--- src/hw/camb_pkg.sv ---
/*
  Package for the CAN acceptance mask bank: register offsets, field layout,
  widths and the match helper shared by the bank and its match unit.
  Assumes a 16-bit register port with one word per offset.
*/
package camb_pkg;

  // ------------------------------------------------------------------
  // Sizes
  // ------------------------------------------------------------------
  localparam int unsigned NUM_SETS  = 3;
  localparam int unsigned DATA_W    = 16;
  localparam int unsigned ADDR_W    = 4;
  localparam int unsigned SID_W     = 11;
  localparam int unsigned EID_W     = 18;
  localparam int unsigned SET_W     = 2;

  // ------------------------------------------------------------------
  // Register offsets (word index)
  // ------------------------------------------------------------------
  localparam logic [ADDR_W-1:0] OFS_STD_MASK0 = 4'h0;
  localparam logic [ADDR_W-1:0] OFS_EXT_MASK0 = 4'h1;
  localparam logic [ADDR_W-1:0] OFS_SET_STEP  = 4'h2;
  localparam logic [ADDR_W-1:0] OFS_FILTER_ID = 4'h8;
  localparam logic [ADDR_W-1:0] OFS_FILTER_EX = 4'h9;
  localparam logic [ADDR_W-1:0] OFS_CTRL      = 4'hA;
  localparam logic [ADDR_W-1:0] OFS_STATUS    = 4'hB;

  // ------------------------------------------------------------------
  // Field layout of the standard mask register
  // ------------------------------------------------------------------
  localparam int unsigned SID_LSB       = 5;
  localparam int unsigned MODE_BIT      = 3;
  localparam int unsigned EXT_HI_LSB    = 0;
  localparam logic [DATA_W-1:0] STD_WMASK = 16'hFFEB;

  // Filter extended register fields
  localparam int unsigned FILT_FILTER_EXTENDED_SELECT_BIT = 0;
  localparam int unsigned FILT_SET_LSB   = 1;

  // Reset values of control state
  localparam logic [DATA_W-1:0] RST_WORD = 16'h0000;

  // Masked compare: masked XOR all zero
  function automatic logic masked_eq(input logic [EID_W-1:0] a,
                                     input logic [EID_W-1:0] b,
                                     input logic [EID_W-1:0] m);
    masked_eq = ((a ^ b) & m) == '0;
  endfunction : masked_eq

endpackage : camb_pkg

--- src/hw/camb_match_if.sv ---
/*
  Interface carrying one mask set, filter and frame to the match unit.
  Assumes the bank drives everything but the result.
*/
interface camb_match_if;
  import camb_pkg::*;
  logic [SID_W-1:0] mask_sid;
  logic [EID_W-1:0] mask_eid;
  logic             mode;
  logic [SID_W-1:0] filt_sid;
  logic [EID_W-1:0] filt_eid;
  logic             filt_ext;
  logic [SID_W-1:0] frm_sid;
  logic [EID_W-1:0] frm_eid;
  logic             frm_ext;
  logic             hit;
  modport bank  (output mask_sid, mask_eid, mode, filt_sid, filt_eid, filt_ext,
                 frm_sid, frm_eid, frm_ext, input hit);
  modport match (input mask_sid, mask_eid, mode, filt_sid, filt_eid, filt_ext,
                 frm_sid, frm_eid, frm_ext, output hit);
endinterface : camb_match_if

--- src/hw/camb_match.sv ---
/*
  Combinational acceptance test of one frame against one filter and mask set.
  Assumes stable inputs from the bank in the same cycle.
*/
module camb_match (
  // Match port
  camb_match_if.match m
);
  import camb_pkg::*;

  logic sid_ok;
  logic eid_ok;
  logic type_ok;

  always_comb begin
    sid_ok  = masked_eq({7'h00, m.frm_sid}, {7'h00, m.filt_sid},
                        {7'h00, m.mask_sid});
    eid_ok  = masked_eq(m.frm_eid, m.filt_eid, m.mask_eid);
    type_ok = !m.mode || (m.frm_ext == m.filt_ext);
    m.hit   = type_ok && sid_ok && (!m.frm_ext || eid_ok);
  end

endmodule : camb_match

--- src/hw/camb_mask_bank.sv ---
/*
  Acceptance mask bank: three mask sets reachable over a plain register port,
  plus two filter words and a frame check port that reports the match result.
  Assumes strobes are one cycle long and never both high together.
*/

// Notes on behaviour
// - Three independent mask sets, 0 to 2, each standard plus extended register.
// - Mask bit one: identifier bit must equal the filter bit.
// - Mask bit zero: identifier bit is ignored in the compare.
// - Mode bit one: frame type must agree with the filter extended select.
// - Mode bit zero: any type; extended frames also compare extended bits.
// - Standard register: mask bits 15..5, extended high in 1..0; extended register 15..0.
module camb_mask_bank (
  // Clock and reset
  input  wire  logic                           MCLK,
  input  wire  logic                           SRST,
  // Register port
  input  wire  logic [camb_pkg::ADDR_W-1:0]    ADDR,
  input  wire  logic [camb_pkg::DATA_W-1:0]    WDATA,
  input  wire  logic                           WR,
  input  wire  logic                           RD,
  output logic       [camb_pkg::DATA_W-1:0]    RDATA,
  // Received frame
  input  wire  logic                           FRM_VALID,
  input  wire  logic [camb_pkg::SID_W-1:0]     FRM_SID,
  input  wire  logic [camb_pkg::EID_W-1:0]     FRM_EID,
  input  wire  logic                           FRM_EXT,
  // Match result
  output logic                                 MATCH_VALID,
  output logic                                 MATCH_HIT
);
  import camb_pkg::*;

  // ------------------------------------------------------------------
  // Storage
  // ------------------------------------------------------------------
  logic [DATA_W-1:0] std_q [NUM_SETS];
  logic [DATA_W-1:0] std_d [NUM_SETS];
  logic [DATA_W-1:0] ext_q [NUM_SETS];
  logic [DATA_W-1:0] ext_d [NUM_SETS];
  logic [DATA_W-1:0] fid_q, fid_d;
  logic [DATA_W-1:0] fex_q, fex_d;
  logic [DATA_W-1:0] rdata_q, rdata_d;
  logic              mv_q, mv_d;
  logic              mh_q, mh_d;
  logic              last_hit_q, last_hit_d;
  logic [SET_W-1:0]  sel;
  logic              hit;

  camb_match_if mi ();

  // Address decode of a mask set register
  function automatic logic is_reg(input logic [ADDR_W-1:0] a,
                                  input logic [ADDR_W-1:0] base, input int unsigned n);
    is_reg = (a == ADDR_W'(base + ADDR_W'(n) * OFS_SET_STEP));
  endfunction : is_reg

  // ------------------------------------------------------------------
  // Mask set write path
  // ------------------------------------------------------------------
  genvar g;
  generate
    for (g = 0; g < NUM_SETS; g++) begin : g_set
      always_comb begin
        std_d[g] = std_q[g];
        ext_d[g] = ext_q[g];
        if (WR && is_reg(ADDR, OFS_STD_MASK0, g)) begin
          std_d[g] = WDATA & STD_WMASK;
        end
        if (WR && is_reg(ADDR, OFS_EXT_MASK0, g)) begin
          ext_d[g] = WDATA;
        end
      end
      // Mask contents are left undefined by reset
      always_ff @(posedge MCLK) begin
        std_q[g] <= std_d[g];
        ext_q[g] <= ext_d[g];
      end
    end
  endgenerate

  // ------------------------------------------------------------------
  // Filter, read port and result
  // ------------------------------------------------------------------
  always_comb begin
    fid_d      = fid_q;
    fex_d      = fex_q;
    rdata_d    = RST_WORD;
    last_hit_d = last_hit_q;
    if (WR && ADDR == OFS_FILTER_ID) begin
      fid_d = WDATA;
    end
    if (WR && ADDR == OFS_FILTER_EX) begin
      fex_d = WDATA;
    end
    if (FRM_VALID) begin
      last_hit_d = hit;
    end
    if (RD) begin
      for (int i = 0; i < NUM_SETS; i++) begin
        if (is_reg(ADDR, OFS_STD_MASK0, i)) rdata_d = std_q[i] & STD_WMASK;
        if (is_reg(ADDR, OFS_EXT_MASK0, i)) rdata_d = ext_q[i];
      end
      if (ADDR == OFS_FILTER_ID) rdata_d = fid_q;
      if (ADDR == OFS_FILTER_EX) rdata_d = fex_q;
      if (ADDR == OFS_STATUS)    rdata_d = {15'h0000, last_hit_q};
    end
    mv_d = FRM_VALID;
    mh_d = FRM_VALID && hit;
  end

  always_ff @(posedge MCLK) begin
    if (SRST) begin
      fid_q      <= RST_WORD;
      fex_q      <= RST_WORD;
      rdata_q    <= RST_WORD;
      mv_q       <= 1'b0;
      mh_q       <= 1'b0;
      last_hit_q <= 1'b0;
    end else begin
      fid_q      <= fid_d;
      fex_q      <= fex_d;
      rdata_q    <= rdata_d;
      mv_q       <= mv_d;
      mh_q       <= mh_d;
      last_hit_q <= last_hit_d;
    end
  end

  // ------------------------------------------------------------------
  // Selected set onto the match unit
  // ------------------------------------------------------------------
  always_comb begin
    sel = fex_q[FILT_SET_LSB +: SET_W];
    if (sel > SET_W'(NUM_SETS - 1)) sel = '0;
    mi.mask_sid = std_q[sel][SID_LSB +: SID_W];
    mi.mask_eid = {std_q[sel][EXT_HI_LSB +: 2], ext_q[sel]};
    mi.mode     = std_q[sel][MODE_BIT];
    mi.filt_sid = fid_q[SID_LSB +: SID_W];
    mi.filt_eid = {fid_q[EXT_HI_LSB +: 2], fex_q};
    mi.filt_ext = fex_q[FILT_FILTER_EXTENDED_SELECT_BIT] ^ 1'b0;
    mi.frm_sid  = FRM_SID;
    mi.frm_eid  = FRM_EID;
    mi.frm_ext  = FRM_EXT;
  end

  assign hit = mi.hit;

  camb_match u_match (
    .m (mi.match)
  );

  assign RDATA       = rdata_q;
  assign MATCH_VALID = mv_q;
  assign MATCH_HIT   = mh_q;
endmodule : camb_mask_bank

--- config.mk ---
export PLATFORM = sky130hd
export DESIGN_NAME = camb_mask_bank
export DESIGN_NICKNAME = d
export VERILOG_FILES = /design/src/hw/camb_pkg.sv /design/src/hw/camb_match_if.sv /design/src/hw/camb_match.sv /design/src/hw/camb_mask_bank.sv
export SDC_FILE = /design/constraint.sdc
export NUM_CORES = 1
export LEC_CHECK = 0
export BUFFER_PORTS_ARGS = -buffer_cell sky130_fd_sc_hd__buf_2
export CAP_MARGIN = 20
export CORE_ASPECT_RATIO = 1.75
export CORE_MARGIN = 8
export CORE_UTILIZATION = 50
export DETAILED_ROUTE_END_ITERATION = 8
export HOLD_SLACK_MARGIN = 0.15
export PLACE_DENSITY = 0.76
export SYNTH_ARGS = -nofsm -noshare
export SYNTH_HDL_FRONTEND = slang
export SYNTH_SLANG_ARGS = --single-unit
--- constraint.sdc ---
create_clock -name MCLK -period 6.6 [get_ports MCLK]
set_input_delay 0.33 -clock MCLK [delete_from_list [all_inputs] [get_ports MCLK]]
set_output_delay 0.33 -clock MCLK [all_outputs]
set_load 0.02 [all_outputs]
### After elaboration in Yosys (flattened, before gate mapping)

Memories as Yosys holds them, arrays and structs flattened.
Cells that the tools add are included.

* add/subtract/negate cells: 0
* multiply operators: 0
* div/mod/pow operators: 0
* order comparisons: 1
* equality and inequality tests: 9
* shift operators: 0
* muxes and demuxes: 16
* bitwise gates (word level): 5
* reduce and logical (&&, ||, !) cells: 20

Operator list (number)
* two-way mux 16 bit: 14
* zero test 18 bit: 2
* AND 18 x 11 -> 18 bit: 1
* AND 18 bit: 1
* XOR 18 bit: 1
* equality test 4 bit (second input constant): 3
* logical AND 1 bit: 11
* XOR 11 bit: 1
* equality test 4 x 2 -> 1 bit (second input constant): 2
* equality test 4 x 3 -> 1 bit (second input constant): 2
* equality test 4 x 1 -> 1 bit (second input constant): 1
* zero test 4 bit: 1
* OR reduction 3 bit: 1
* greater-than comparator 2 bit (second input constant): 1
* zero test 1 bit: 2
* logical OR 1 bit: 2
* two-way mux 2 bit: 1
* OR reduction 2 bit: 1
* equality test 1 bit: 1
* two-way mux 1 bit: 1
* NOT 1 bit: 1

* flip-flop bits (word level): 51
* bits in latches: 0
* memory bits (writable): 96
* ROM bits: 0
* input bits: 55
* logic and storage cells: 60
* memories: 2

Memory list
* ext_q: words 3, bits a word 16, rd ports 4, clocked after Yosys merged registers in 0, write ports 3, line camb_mask_bank.sv:40 `logic [DATA_W-1:0] ext_q [NUM_SETS];`
* std_q: words 3, bits a word 16, rd ports 4, clocked after Yosys merged registers in 0, write ports 3, line camb_mask_bank.sv:38 `logic [DATA_W-1:0] std_q [NUM_SETS];`

### Depth between registers and ports, before layout

* depth in word-level cells: 10
* gate-level depth with buffers: 10

### By module

A second synthesis with hierarchy kept.

* cells, all modules: 629
* area, all modules: 6980.4 µm²

By module, submodules not included
* camb_mask_bank: times used 1, cells each 580, area each 6537.5 µm², sequential area each 3723.6 µm²
* camb_match: times used 1, cells each 49, area each 442.9 µm², sequential area each 0.0 µm²

### Least setup slack after synthesis

OpenSTA, ideal clock, no wires.

* path type: in2reg
* start point: in ADDR[0] (netlist name)
* end point: mem ext_q[1][0] (enable)
* arrival time: 2.709 ns
* data required time: 6.168 ns
* path slack: 3.459 ns
* cell stages on the path: 4
* buffers on the path: 2
* cells stage by stage: buf_2 -> buf_1 -> nand2_1 -> nor4_1

RTL lines
* start: declaration: line camb_mask_bank.sv:19 `input wire logic [camb_pkg::ADDR_W-1:0] ADDR,`
* end: declaration: line camb_mask_bank.sv:40

### Worst setup path in the final report

* start point: reg fex_q[2]
* end point: reg last_hit_q

* longest elaborated chain between the ends: 7
* elaborated cells between the ends (all ways): 14
* those cells by class: order compare (1); mux (1); bitwise (3); reduce/logical (7); memory (2)

Ends and longest elaborated chain
* start: declaration: line camb_mask_bank.sv:43 `logic [DATA_W-1:0] fex_q, fex_d;`
* start signal: assignment: line camb_mask_bank.sv:116 `fex_q <= RST_WORD;`
* start signal: assignment: line camb_mask_bank.sv:123 `fex_q <= fex_d;`
* greater-than comparator 2 bit: line camb_mask_bank.sv:136 `if (sel > SET_W'(NUM_SETS - 1)) sel = '0;`
* two-way mux 2 bit: line camb_mask_bank.sv:136
* memory (3 x 16 bit) (on tied branches)
* AND 18 x 11 -> 18 bit, or another cell as far along: line camb_pkg.sv:48 `masked_eq = ((a ^ b) & m) == '0;`
* zero test 18 bit or logical OR 1 bit (tied branches): line camb_pkg.sv:48, camb_match.sv:19
* logical AND 1 bit or logical OR 1 bit (tied branches): line camb_match.sv:20 `m.hit = type_ok && sid_ok && (!m.frm_ext || eid_ok);`
* logical AND 1 bit (*): line camb_match.sv:20
* end signal: assignment: line camb_mask_bank.sv:127 `last_hit_q <= last_hit_d;`
* end: declaration: line camb_mask_bank.sv:47 `logic last_hit_q, last_hit_d;`

Every way passes the cells marked *; elsewhere a longest branch is shown, timed or not.
A chain may end at the register's enable or synchronous reset.

==> results.yml <==
status:
  status: "complete, no violations"
drt:
  drc: 0
  drt_wl_total_um: 20490
  wl_per_cell_um: 24.89
  drtPass1Iterations: 6
  vias_per_cell: 6.315
  vias: 5197
  drtIter0Drc: 770
  ant_nets: 0
synthesis:
  synth-seq-area-share: 0.5675
  ys.flop_type: "edfxtp_1"
  synth_common_cells: "edfxtp_1 (90), nand2_1 (90), a21oi_1 (51), dfxtp_1 (51), mux2i_1 (40)"
  synth_cell_types: 47
  netlist_area_mm2: 0.006561
  yosysTopAreaCell: "edfxtp_1"
  synth_nets: 621
  synth-edff-count: 90
  synthCells: 566
  syn-mean-instance-area_um2: 11.59
  ys_warn_count: 0
  ys_seq_elements: 141
  yosys-top-cells-area: "edfxtp_1 (41%), dfxtp_1 (16%), mux2i_1 (6.1%)"
  synth_top_area_share: 0.4119
  async_reset_ff_frac: 0
worst_setup_path:
  cp.required_ps: 6930
  max_stage_delay_ps: 1020
  crit_chain: "mux2_1 > o21ai_1 > o22ai_1 > nor4_1 > nand4_1 > a22oi_1"
  crit_type: "register to register"
  critical_path.max_fanout: 64
  crit_path_start_kind: "register"
  reg2reg_to: "last_hit_q"
  r2r_cells: 6
  r2r-start: "fex_q[2]"
  reg2reg_slack_ps: 3370
  critPathCaptureType: "register"
  crit_path_top_delay_cell: "dfxtp_4"
  setup.worst_path.start: "fex_q[2]"
  cp.arrival_ps: 3570
final_layout:
  nNetsFinal: 694
  multi_input_area_mm2: 0.002718
  area_growth_pct: 18.02
  stdcell_area_mm2: 0.007744
  drive_above_1_share: 0.2316
  diodes: 0
  seqCellArea_mm2: 0.003727
  fillerInstances: 1048
power:
  p_seq_frac: 0.468
  p_sw_mw: 0.4715
  sw_frac_of_total: 0.2282
  power.density_mw_per_mm2: 266.7
  p_comb_frac: 0.069
  ir_drop_mv: 0.1547
  internal_power_mw: 1.594
  clkPwrFrac: 0.463
  p_leak_nw: 2.619
clocking:
  cts-resized-gates: 0
  clk_latency_ps: 420
  clkSlewWorstSetupHoldPaths_ps: 60
  htree_levels: 4
  ctsHoldBuffers: 2
  cts.path.max_buffers: 2
  clock_sinks: 141
  post_cts_buffers: 0
  cts-root-buf: "clkbuf_16"
  cts_tree: "yes"
  numCtsBuffers: 17
grt:
  antenna_found_initial: 0
  grt_max_degree: 65
  grt_overflow: 0
  track_usage: 0.2452
  grt_pass1_vias: 5385
  grt_pass1_wl_um: 30710
flow_run:
  maxCapViolCount: 0
timing:
  maxSlewViolCount: 0
  layout_worst_path_cycle_share: 0.4900
  rsz0062_at_grt: "false"
  skew_ps: 6.519
  setup_viol: 0
  min_period_ps: 3234
  worstMarginPinSlew_ps: 1080
  slew_headroom: 0.2797
  final_hold_viol_count: 0
  fin_tns_setup_ps: 0
  clock.fmax_mhz: 309.2
floorplan:
  io_pins: 73
  die_h_um: 167.5
  coreArea_mm2: 0.01287
  start_util: 0.5099
  die_w_um: 102.6
  placementRows: 55
  die_area_mm2: 0.01719
worst_hold_path:
  hp-start: "WDATA[2]"
  holdPathEnd: "ext_q[1][2]"
  worstHoldPathType: "primary input to register"
  min_path_cells: 1
place:
  port_buffers: 72
  dp_hpwl_um: 13480
  place_congestion: 0.9341
  place_area_mm2: 0.007109
-- power groups by stage --
stage,combinational (mW),sequential (mW),clock [mW]
floorplan,0.0719,0.984,0
global placement,0.132,0.983,0
detailed placement,0.136,0.985,0
CTS,0.139,0.966,0.959
global route,0.150,0.968,1.00
finish,0.142,0.967,0.957
-- sequential cells by signal, summed over array words and instances, names as in the netlist --
register,count
MATCH_VALID,1
ext_q,48
std_q,42
fex_q,16
last_hit_q,1
RDATA,16
MATCH_HIT,1
fid_q,16
-- stage by stage --
| stage | std cells | utilization | hold WS, ps | total power [mW] | worst slack (ps) |
|---|---|---|---|---|---|
| floorplan | 566 | - | 420.1 | 1.056 | 3459 |
| global placement | 786 | 0.5507 | 441.6 | 1.116 | 3389 |
| detailed placement | 788 | 0.5525 | 446.9 | 1.121 | 3261 |
| CTS | 822 | 0.6012 | 160.4 | 2.064 | 3572 |
| global route | 823 | 0.6018 | 176.1 | 2.119 | 3289 |
| finish | 823 | 0.6018 | 161.5 | 2.066 | 3366 |
-- layer usage --
layer | vias up | track usage | wire [um]
met2 | 347 | 0.3910 | 10210
met1 | 2497 | 0.2645 | 6946
met3 | 100 | 0.06063 | 1800
met4 | 0 | 0.2031 | 1527
met5 | - | 0 | 0
li1 | 2253 | - | -
-- worst max-delay path by stage --
stage / slack, ps / cells after the start / end
after detailed placement: 3260 / 5 / ext_q[2][5]
after floorplan: 3460 / 4 / ext_q[1][0]
final: 3370 / 6 / last_hit_q
after global routing: 3290 / 6 / last_hit_q
after CTS: 3570 / 6 / last_hit_q
after global placement: 3390 / 5 / fid_q[10]
-- kinds of logic (layout without fill, tap and decap cells) --
kind of cell | count (synthesis) | count (layout) | share of synthesized area
muxes | 75 | 75 | 0.1480
buffers and inverters | 33 | 119 | 0.02441
AOI/OAI and AO/OA | 137 | 137 | 0.1196
xor gates and xnor gates | 28 | 28 | 0.03738
DFF | 141 | 141 | 0.5675
and+or+nand+nor | 152 | 152 | 0.1032
-- worst max-delay path, delay by kind of cell (launching register included) --
family          cells  cell delay (ps)
simple gates        2              720
compound gates      3              940
flops               1             1020
mux                 1              400
-- placed cells by master, fill, tap and decap left out, drive strengths merged, types with 4 or more instances in the layout --
cell       n
o22ai      6
nand4      6
a22oi     20
clkinvlp   6
mux2i     40
nor2b      8
buf       83
mux2      21
a21oi     51
o21ai     46
xor2      18
nand2     90
nor2      21
xnor2     10
dfxtp     51
edfxtp    90
nand3      4
nor4       4
a211oi     5
mux4      14
clkbuf    21
nor3       5
-- area by class of cell --
| class | instances | area share |
|---|---|---|
| tap | 171 | 0.02763 |
| timing repair buffer | 85 | 0.06075 |
| sequential | 141 | 0.4813 |
| multi-input combinational | 392 | 0.3509 |
| clock buffer | 21 | 0.06512 |
| clock inverter | 11 | 0.01325 |
| inverter | 2 | 0.0009695 |
(Power assumes the default switching activity.)
